===== src/sie_regs.svh =====
// Purpose: Register map, field positions and reset values of the serial interrupt enable block
// Assumes: Included by the package and by the design module
// Notes:   Definitions only
`ifndef SIE_REGS_SVH
`define SIE_REGS_SVH

// ------------------------------------------------------------------
// Bus geometry
// ------------------------------------------------------------------
`define SIE_ADDR_W          8
`define SIE_DATA_W          16
`define SIE_ERR_W           6

// ------------------------------------------------------------------
// Register offsets
// ------------------------------------------------------------------
`define SIE_OFF_IER         8'h00
`define SIE_OFF_STAT        8'h04

// ------------------------------------------------------------------
// Bit positions, shared by enable and status views
// ------------------------------------------------------------------
`define SIE_B_TX_DMA_SEL    15
`define SIE_B_TX_CTRL_RDY   14
`define SIE_B_TX_FIFO_EMPTY 13
`define SIE_B_TX_DATA_REQ   12
`define SIE_B_RX_DMA_SEL    11
`define SIE_B_RX_CTRL_RDY   10
`define SIE_B_RX_FIFO_FULL  9
`define SIE_B_RX_DATA_REQ   8
`define SIE_B_RSVD_HI       7
`define SIE_B_RSVD_LO       6
`define SIE_B_ERR_HI        5
`define SIE_B_ERR_LO        0

// ------------------------------------------------------------------
// Masks and reset values
// ------------------------------------------------------------------
`define SIE_IER_WMASK       16'hFF3F
`define SIE_IER_RESET       16'h0000
`define SIE_ERR_RESET       6'h00
`define SIE_DATA_ZERO       16'h0000

`endif


===== src/sie_pkg.sv =====
// Purpose: Types of the serial interrupt enable block
// Assumes: sie_regs.svh gives the widths
// Notes:   Struct field order matches status bit order
`include "sie_regs.svh"

package sie_pkg;

    // Register port request
    typedef struct packed {
        logic [`SIE_ADDR_W-1:0] addr;
        logic [`SIE_DATA_W-1:0] wdata;
        logic                   wr;
        logic                   rd;
    } sie_bus_req_t;

    // Level flags from the serial engine, bits 14..12 and 10..8
    typedef struct packed {
        logic tx_ctrl_ready;
        logic tx_fifo_empty;
        logic tx_data_req;
        logic rx_ctrl_ready;
        logic rx_fifo_full;
        logic rx_data_req;
    } sie_level_t;

    // One-cycle error events, bits 5..0
    typedef struct packed {
        logic slot_assign;
        logic frame_sync;
        logic tx_overflow;
        logic tx_underflow;
        logic rx_underflow;
        logic rx_overflow;
    } sie_err_t;

endpackage


===== src/sie_irq_enable.sv =====
// Purpose: Interrupt enable and request steering for the serial port unit
// Assumes: Flag inputs come from logic on clk_sys; bus master follows one-cycle strobes
// Notes:   All outputs are registered, so each answer lags its cause by one edge
`timescale 1ns/1ns
`include "sie_regs.svh"

// How it works
// - Sixteen-bit enable register, read and write.
// - Enabled bit with set flag raises interrupt.
// - Bit 15 steers transmit source to DMA.
// - Transmit data request is the steered source.
// - Bit 14 gates transmit control ready.
// - Bit 13 gates transmit FIFO empty.
// - Bit 12 gates transmit data request.
// - Bit 11 steers receive source to DMA.
// - Receive data request is the steered source.
// - Bit 10 gates receive control ready.
// - Bit 9 gates receive FIFO full.
// - Bit 8 gates receive data request.
// - Bits 7 and 6 read zero.
// - Bit 5 gates slot assign error.
// - Bit 4 gates frame sync error.
// - Bit 3 gates transmit FIFO overflow.
// - Bit 2 gates transmit FIFO underflow.
// - Bit 1 gates receive FIFO underflow.
// - Bit 0 gates receive FIFO overflow.
// - Error flags clear on writing one.
module sie_irq_enable
(
    input  wire logic                   clk_sys,     // System clock, 250 MHz
    input  wire logic                   reset,       // Asynchronous reset, active high
    input  wire sie_pkg::sie_bus_req_t  bus,         // Register port request
    output logic [`SIE_DATA_W-1:0]      rd_data,     // Read data, cycle after read strobe
    input  wire sie_pkg::sie_level_t    level_flags, // Level status from engine
    input  wire sie_pkg::sie_err_t      err_evt,     // Error event pulses from engine
    output logic                        irq_out,     // Port interrupt to CPU, level
    output logic                        tx_dma_req,  // Transmit transfer request to DMA
    output logic                        rx_dma_req   // Receive transfer request to DMA
);

    // ------------------------------------------------------------------
    // State
    // ------------------------------------------------------------------
    logic [`SIE_DATA_W-1:0] ier_reg;
    logic [`SIE_DATA_W-1:0] ier_next;
    logic [`SIE_ERR_W-1:0]  err_reg;
    logic [`SIE_ERR_W-1:0]  err_next;
    logic [`SIE_DATA_W-1:0] rd_data_reg;
    logic [`SIE_DATA_W-1:0] rd_data_next;
    logic                   irq_reg;
    logic                   irq_next;
    logic                   tx_dma_reg;
    logic                   tx_dma_next;
    logic                   rx_dma_reg;
    logic                   rx_dma_next;

    // ------------------------------------------------------------------
    // Address decode
    // ------------------------------------------------------------------
    wire logic sel_ier;
    wire logic sel_stat;
    wire logic wr_ier;
    wire logic wr_stat;
    wire logic rd_ier;
    wire logic rd_stat;

    assign sel_ier  = (bus.addr == `SIE_OFF_IER);
    assign sel_stat = (bus.addr == `SIE_OFF_STAT);
    assign wr_ier   = bus.wr & sel_ier;
    assign wr_stat  = bus.wr & sel_stat;
    assign rd_ier   = bus.rd & sel_ier;
    assign rd_stat  = bus.rd & sel_stat;

    // ------------------------------------------------------------------
    // Enable register
    // ------------------------------------------------------------------
    // Reserved bits never stored, so they read back as zero
    assign ier_next = wr_ier ? (bus.wdata & `SIE_IER_WMASK) : ier_reg;

    // ------------------------------------------------------------------
    // Sticky error flags
    // ------------------------------------------------------------------
    wire logic [`SIE_ERR_W-1:0] err_evt_vec;
    wire logic [`SIE_ERR_W-1:0] err_clr_vec;

    assign err_evt_vec = err_evt;
    assign err_clr_vec = wr_stat ? bus.wdata[`SIE_B_ERR_HI:`SIE_B_ERR_LO] : `SIE_ERR_RESET;

    genvar gi;
    generate
        for (gi = 0; gi < `SIE_ERR_W; gi++)
        begin : g_err
            // Event in the clearing cycle wins over the clear
            assign err_next[gi] = err_evt_vec[gi] | (err_reg[gi] & ~err_clr_vec[gi]);
        end
    endgenerate

    // ------------------------------------------------------------------
    // Status view, laid out like the enable register
    // ------------------------------------------------------------------
    wire logic [`SIE_DATA_W-1:0] stat_vec;

    assign stat_vec = {1'h0,
                       level_flags.tx_ctrl_ready,
                       level_flags.tx_fifo_empty,
                       level_flags.tx_data_req,
                       1'h0,
                       level_flags.rx_ctrl_ready,
                       level_flags.rx_fifo_full,
                       level_flags.rx_data_req,
                       2'h0,
                       err_reg};

    // ------------------------------------------------------------------
    // Gating and steering
    // ------------------------------------------------------------------
    wire logic [`SIE_DATA_W-1:0] gated_vec;
    wire logic                   tx_to_dma;
    wire logic                   rx_to_dma;
    wire logic [`SIE_DATA_W-1:0] cpu_route_mask;
    wire logic [`SIE_DATA_W-1:0] cpu_vec;

    // Steering bits are not sources themselves
    assign gated_vec = ier_reg & stat_vec;
    assign tx_to_dma = ier_reg[`SIE_B_TX_DMA_SEL];
    assign rx_to_dma = ier_reg[`SIE_B_RX_DMA_SEL];

    // Drop the data request sources that are steered to DMA
    assign cpu_route_mask = `SIE_IER_WMASK
                            & ~(16'(tx_to_dma) << `SIE_B_TX_DATA_REQ)
                            & ~(16'(rx_to_dma) << `SIE_B_RX_DATA_REQ);
    assign cpu_vec = gated_vec & cpu_route_mask;

    assign irq_next    = |cpu_vec;
    assign tx_dma_next = tx_to_dma & gated_vec[`SIE_B_TX_DATA_REQ];
    assign rx_dma_next = rx_to_dma & gated_vec[`SIE_B_RX_DATA_REQ];

    // ------------------------------------------------------------------
    // Read path
    // ------------------------------------------------------------------
    wire logic [`SIE_DATA_W-1:0] rd_mux;

    // Unmapped addresses read as zero; data stand one cycle only
    assign rd_mux = rd_ier  ? ier_reg :
                    rd_stat ? stat_vec :
                              `SIE_DATA_ZERO;
    assign rd_data_next = rd_mux;

    // ------------------------------------------------------------------
    // Registers
    // ------------------------------------------------------------------
    always_ff @(posedge clk_sys or posedge reset)
    begin
        if (reset)
            ier_reg <= `SIE_IER_RESET;
        else
            ier_reg <= ier_next;
    end

    always_ff @(posedge clk_sys or posedge reset)
    begin
        if (reset)
            err_reg <= `SIE_ERR_RESET;
        else
            err_reg <= err_next;
    end

    always_ff @(posedge clk_sys or posedge reset)
    begin
        if (reset)
            rd_data_reg <= `SIE_DATA_ZERO;
        else
            rd_data_reg <= rd_data_next;
    end

    always_ff @(posedge clk_sys or posedge reset)
    begin
        if (reset)
            irq_reg <= 1'h0;
        else
            irq_reg <= irq_next;
    end

    always_ff @(posedge clk_sys or posedge reset)
    begin
        if (reset)
            tx_dma_reg <= 1'h0;
        else
            tx_dma_reg <= tx_dma_next;
    end

    always_ff @(posedge clk_sys or posedge reset)
    begin
        if (reset)
            rx_dma_reg <= 1'h0;
        else
            rx_dma_reg <= rx_dma_next;
    end

    assign rd_data    = rd_data_reg;
    assign irq_out    = irq_reg;
    assign tx_dma_req = tx_dma_reg;
    assign rx_dma_req = rx_dma_reg;

    wire logic only_tx_req;
    wire logic only_rx_req;
    wire logic any_enabled_flag;

    assign only_tx_req      = (stat_vec == (16'h0001 << `SIE_B_TX_DATA_REQ));
    assign only_rx_req      = (stat_vec == (16'h0001 << `SIE_B_RX_DATA_REQ));
    assign any_enabled_flag = |(ier_reg & stat_vec & `SIE_IER_WMASK);
endmodule


===== config.mk =====
export PLATFORM = sky130hd
export DESIGN_NAME = sie_irq_enable
export DESIGN_NICKNAME = d
export VERILOG_FILES = /design/src/sie_pkg.sv /design/src/sie_irq_enable.sv
export VERILOG_INCLUDE_DIRS = /design/src
export SDC_FILE = /design/constraint.sdc
export NUM_CORES = 1
export LEC_CHECK = 0
export BUFFER_PORTS_ARGS = -buffer_cell sky130_fd_sc_hd__clkbuf_2
export CAP_MARGIN = 15
export CORE_MARGIN = 2
export CORE_UTILIZATION = 47
export DETAILED_ROUTE_END_ITERATION = 8
export HOLD_SLACK_MARGIN = 0.02
export PLACE_DENSITY = 0.78
export RECOVER_POWER = 25
export SETUP_SLACK_MARGIN = 0.4
export SYNTH_ARGS = -nofsm -noshare
export SYNTH_HDL_FRONTEND = slang
export SYNTH_SLANG_ARGS = --single-unit

===== constraint.sdc =====
create_clock -name clk_sys -period 1.6 [get_ports clk_sys]
set_clock_uncertainty 0.2 [all_clocks]
set_input_delay 0.08 -clock clk_sys [delete_from_list [all_inputs] [get_ports clk_sys]]
set_output_delay 0.08 -clock clk_sys [all_outputs]
set_load 0.005 [all_outputs]

# Yosys cells after proc, flatten, opt, wreduce, memory -nomap -nowiden
# Index checks and enable logic that the tools add are counted.
# word_totals
ff_bits	39
word_cells	41
# op_classes
eq_ne	1
n_mux	3
bitwise_logic	29
n_reduce_logical	2
# ops
op	count
16-bit AND	2
16-bit by 15-bit AND with 16-bit output	1
16-bit two-way mux	1
13-bit NOT with 16-bit output	1
9-bit NOT with 16-bit output	1
16-bit OR reduction	1
15-bit two-way mux	1
1-bit AND	12
8-bit by 3-bit == test with 1-bit output, second input constant	1
8-bit zero test	1
6-bit two-way mux	1
1-bit NOT	6
1-bit OR	6

# Longest topological paths before layout
# logic_depth
word_depth	6
depth_mapped	4

# Least setup slack after synthesis
# No wires, ideal clock.
# synth_path
path_type	input to register
from	input bus[23] (netlist name)
to	register ier_reg[0]
arrival_ns	1.406
required_time_ns	1.275
slack_ns	-0.131
path_stages	4
path_cell_list	or4_4 nor3_4 buf_6 mux2_2
# synth_between
elab_chain_cells	2
# synth_rtl
item	line	text
start, declared	sie_irq_enable.sv:32	input wire sie_pkg::sie_bus_req_t bus,
8-bit zero test (no source line)	-	
1-bit AND	sie_irq_enable.sv:69	assign wr_ier = bus.wr & sel_ier;
end signal, assigned	sie_irq_enable.sv:155	ier_reg <= `SIE_IER_RESET;
end signal, assigned	sie_irq_enable.sv:157	ier_reg <= ier_next;
end, declared	sie_irq_enable.sv:44	logic [`SIE_DATA_W-1:0] ier_reg;
# Every way passes these cells.
# A chain may end at the register's enable or synchronous reset.

# Worst setup path in the final report
# layout_path
from	input bus[23] (netlist name)
to	register ier_reg[12]
# Same word-level chain as after synthesis.

==> run_results.csv <==
group,metric,value,unit
grt,groute.usage.overall,0.227,
cts,clkTransAtPathRegs,0.09,ns
yosys,synth_mux_area_frac,0.106,
grt,antenna_found_initial,0,
yosys,synth_top_area_share,0.624,
cts,root_buffer,"clkbuf_4",
yosys,syn_area_per_cell,13.6,um2
detailed_routing,dr.pass1.iters,4,
yosys,synth_top_family_by_area,"compound AO/OA/AOI/OAI gates",
place,place_congestion,0.726,
yosys,synth-edff-count,0,
layout,layout.cells.non_filler,249,
floorplanning,die_w,60.2,um
layout,final_common_cell,"clkbuf_2",
yosys,yosysWarnings,0,
sta,worst_slack,0.184,ns
floorplanning,io_pins,59,
yosys,yosys.area.top_type,"dfrtp_1",
sta,setup_violations,0,
min_path,min_path_cells,4,
critical_path,worstSetupPathType,"input port to flop",
sta,fmax,706,MHz
critical_path,r2r_cells,3,
layout,layout_common_cells,"clkbuf_2 (55), dfrtp_1 (37), dlygate4sd3_1 (27), mux2_2 (14), a22o_1 (14)",
yosys,synth_seq_area_share,0.624,
yosys,syn_inst,109,
sta,hold_viol,0,
sta,setup_tns,0,ns
critical_path,critPathLaunchType,"input port",
sta,final-max-slew-violation-count,0,
cts,cts_tree,"done",
critical_path,required,1.63,ns
yosys,yosys.area_share.simple,0.0861,
cts,cts-htree-levels,2,
yosys,dominantRegCellSynth,"dfrtp_1",
floorplanning,fp.dieH,60.2,um
detailed_routing,vias,1262,
critical_path,r2r-start,"ier_reg[1]$_DFFE_PP0P_",
yosys,syn_area,1480,um2
detailed_routing,remaining_drc_errors,0,
detailed_routing,routed_wl,3680,um
critical_path,max_stage_delay,0.55,ns
place,place_hpwl,2160,um
critical_path,crit_end,"ier_reg[12]$_DFFE_PP0P_",
critical_path,cp_max_fo,14,
floorplanning,initial_core_util,0.490,
power_and_ir_drop,p_leak,1.16,nW
grt,grt_pass1_vias,1331,
yosys,synth-compound-area-share,0.132,
grt,grt.overflow.total,0,
critical_path,reg2reg_to,"irq_out$_DFF_PP0_",
yosys,ys_ff_latch,37,
sta,fin_crit_sh,0.885,
layout,syn2layout_area_growth,50.2,%
critical_path,worstSetupEndpointType,"flop",
sta,min_period,1.42,ns
power_and_ir_drop,pwr_density_cell,729,nW/um2
floorplanning,fp.dieArea,3620,um2
critical_path,crit_start,"bus[23]",
place,dp.cells,209,
power_and_ir_drop,peakVddDrop,422,uV
sta,tightest_slew,0.862,ns
cts,cts_made_buffers,5,
floorplanning,coreArea,3030,um2
detailed_routing,drtAntennaViolNets,0,
place,portBuffers,54,
run_status,status,"complete, no violations",
yosys,synthAdderAreaFrac,0,
place,dp_slack,-0.171,ns
cts,cts_sinks,37,
detailed_routing,via_per_inst,5.07,
sta,rsz0062_at_grt,"true",
sta,max_slew_margin,0.425,
critical_path,crit_path_top_delay_cell,"or4_4",
yosys,synth_xor_area_frac,0,
cts,clock_latency,0.34,ns
run,cap_violations,0,
layout,drive_above_1_share,0.444,
layout,layout.nets,244,
min_path,hp-class,"input port to flop",
layout,fin_util,0.736,
yosys,yosysUniqueCellTypes,21,
grt,grt_first_pass_wirelength,5720,um
critical_path,crit_arrival,1.45,ns
cts,clk_path_buf_depth,2,
floorplanning,rows,20,
yosys,ys_async_sr_fraction,1.00,
yosys,synth.area.top_cells,"dfrtp_1 (62%), mux2_2 (11%), a22o_1 (8.3%), a31oi_1 (2.5%), buf_4 (2.0%)",
sta,fin_hold_ws,0.0630,ns
critical_path,crit_chain,"clkbuf_2 > or4_4 > nor3_4 > buf_12 > mux2_2",
grt,grt_max_degree,38,
detailed_routing,wire_per_inst,14.8,um
layout,antenna_cells,0,
detailed_routing,drt_iter0_drc,58,
critical_path,r2r_slack,0.34,ns
cell families (layout without fill, tap and decap cells):
family | count (synthesis) | after routing
flip-flops | 37 | 37
AO/OA/AOI/OAI | 24 | 24
AND/OR/NAND/NOR | 20 | 20
multiplexers | 14 | 14
buffers and inverters | 13 | 108
other | 1 | 2
how the worst min path moves through the flow:
stage,end,slack [ns],start
after floorplan,err_reg[0]$_DFF_PP0_,-0.02,bus[2]
after CTS,rd_data[11]$_DFF_PP0_,0.06,bus[20]
after global placement,rd_data[14]$_DFF_PP0_,-0.03,reset
final,rd_data[11]$_DFF_PP0_,0.06,bus[20]
after detailed placement,irq_out$_DFF_PP0_,-0.02,reset
after global routing,rd_data[11]$_DFF_PP0_,0.07,bus[20]
final cells by class:
type	instances	area [um2]
Tap cell	44	55.1
Timing Repair Buffer	92	648
Fill cell	193	801
Inverter	8	30.0
Sequential cell	37	926
Multi-Input combinational cell	60	519
Clock buffer	8	48.8
what timing repair did:
item                                    CTS  global route
endpoints found under the hold margin    66             0
cloned                                    2             0
endpoints found under the setup margin   35            35
gates resized for setup                  10             2
setup buffers                             2             1
hold buffers                             27             0
pin swaps                                 1             3
synthesized netlist by cell type (2+ instances only):
| cell | number |
|---|---|
| dfrtp_1 | 37 |
| a22o_1 | 14 |
| mux2_2 | 14 |
| inv_1 | 8 |
| a31oi_1 | 6 |
| nor2_1 | 6 |
| buf_4 | 4 |
| a221oi_1 | 2 |
| and2_1 | 2 |
| and3_1 | 2 |
| nand2_1 | 2 |
| nor3_1 | 2 |
| or4b_1 | 2 |
worst max-delay path, delay by kind of cell:
family	cells	cell delay, ns
buf+inv	2	0.25
mux	1	0.35
simple gates	2	0.76
metal layers:
metal  share of wire  track usage  vias up
met3           0.047       0.0433        7
met5               0            0        -
met1            0.39        0.239      620
met2            0.54        0.415       54
met4           0.023        0.127        0
li1                -            -      581
through the flow:
step,total power [mW],area (um2)
finish,1.62,2230
global route,1.70,2230
CTS,1.63,2210
detailed placement,1.13,1830
global placement,1.12,1830
floorplan,1.05,1490
where the power goes:
group          leakage (nW)  total, mW  switching [mW]  internal (mW)
clock network        0.0265      0.452           0.277          0.175
registers             0.482      0.977          0.0172          0.959
logic                 0.649      0.195          0.0794          0.116
Note: power is estimated with default switching activity, not from simulation.
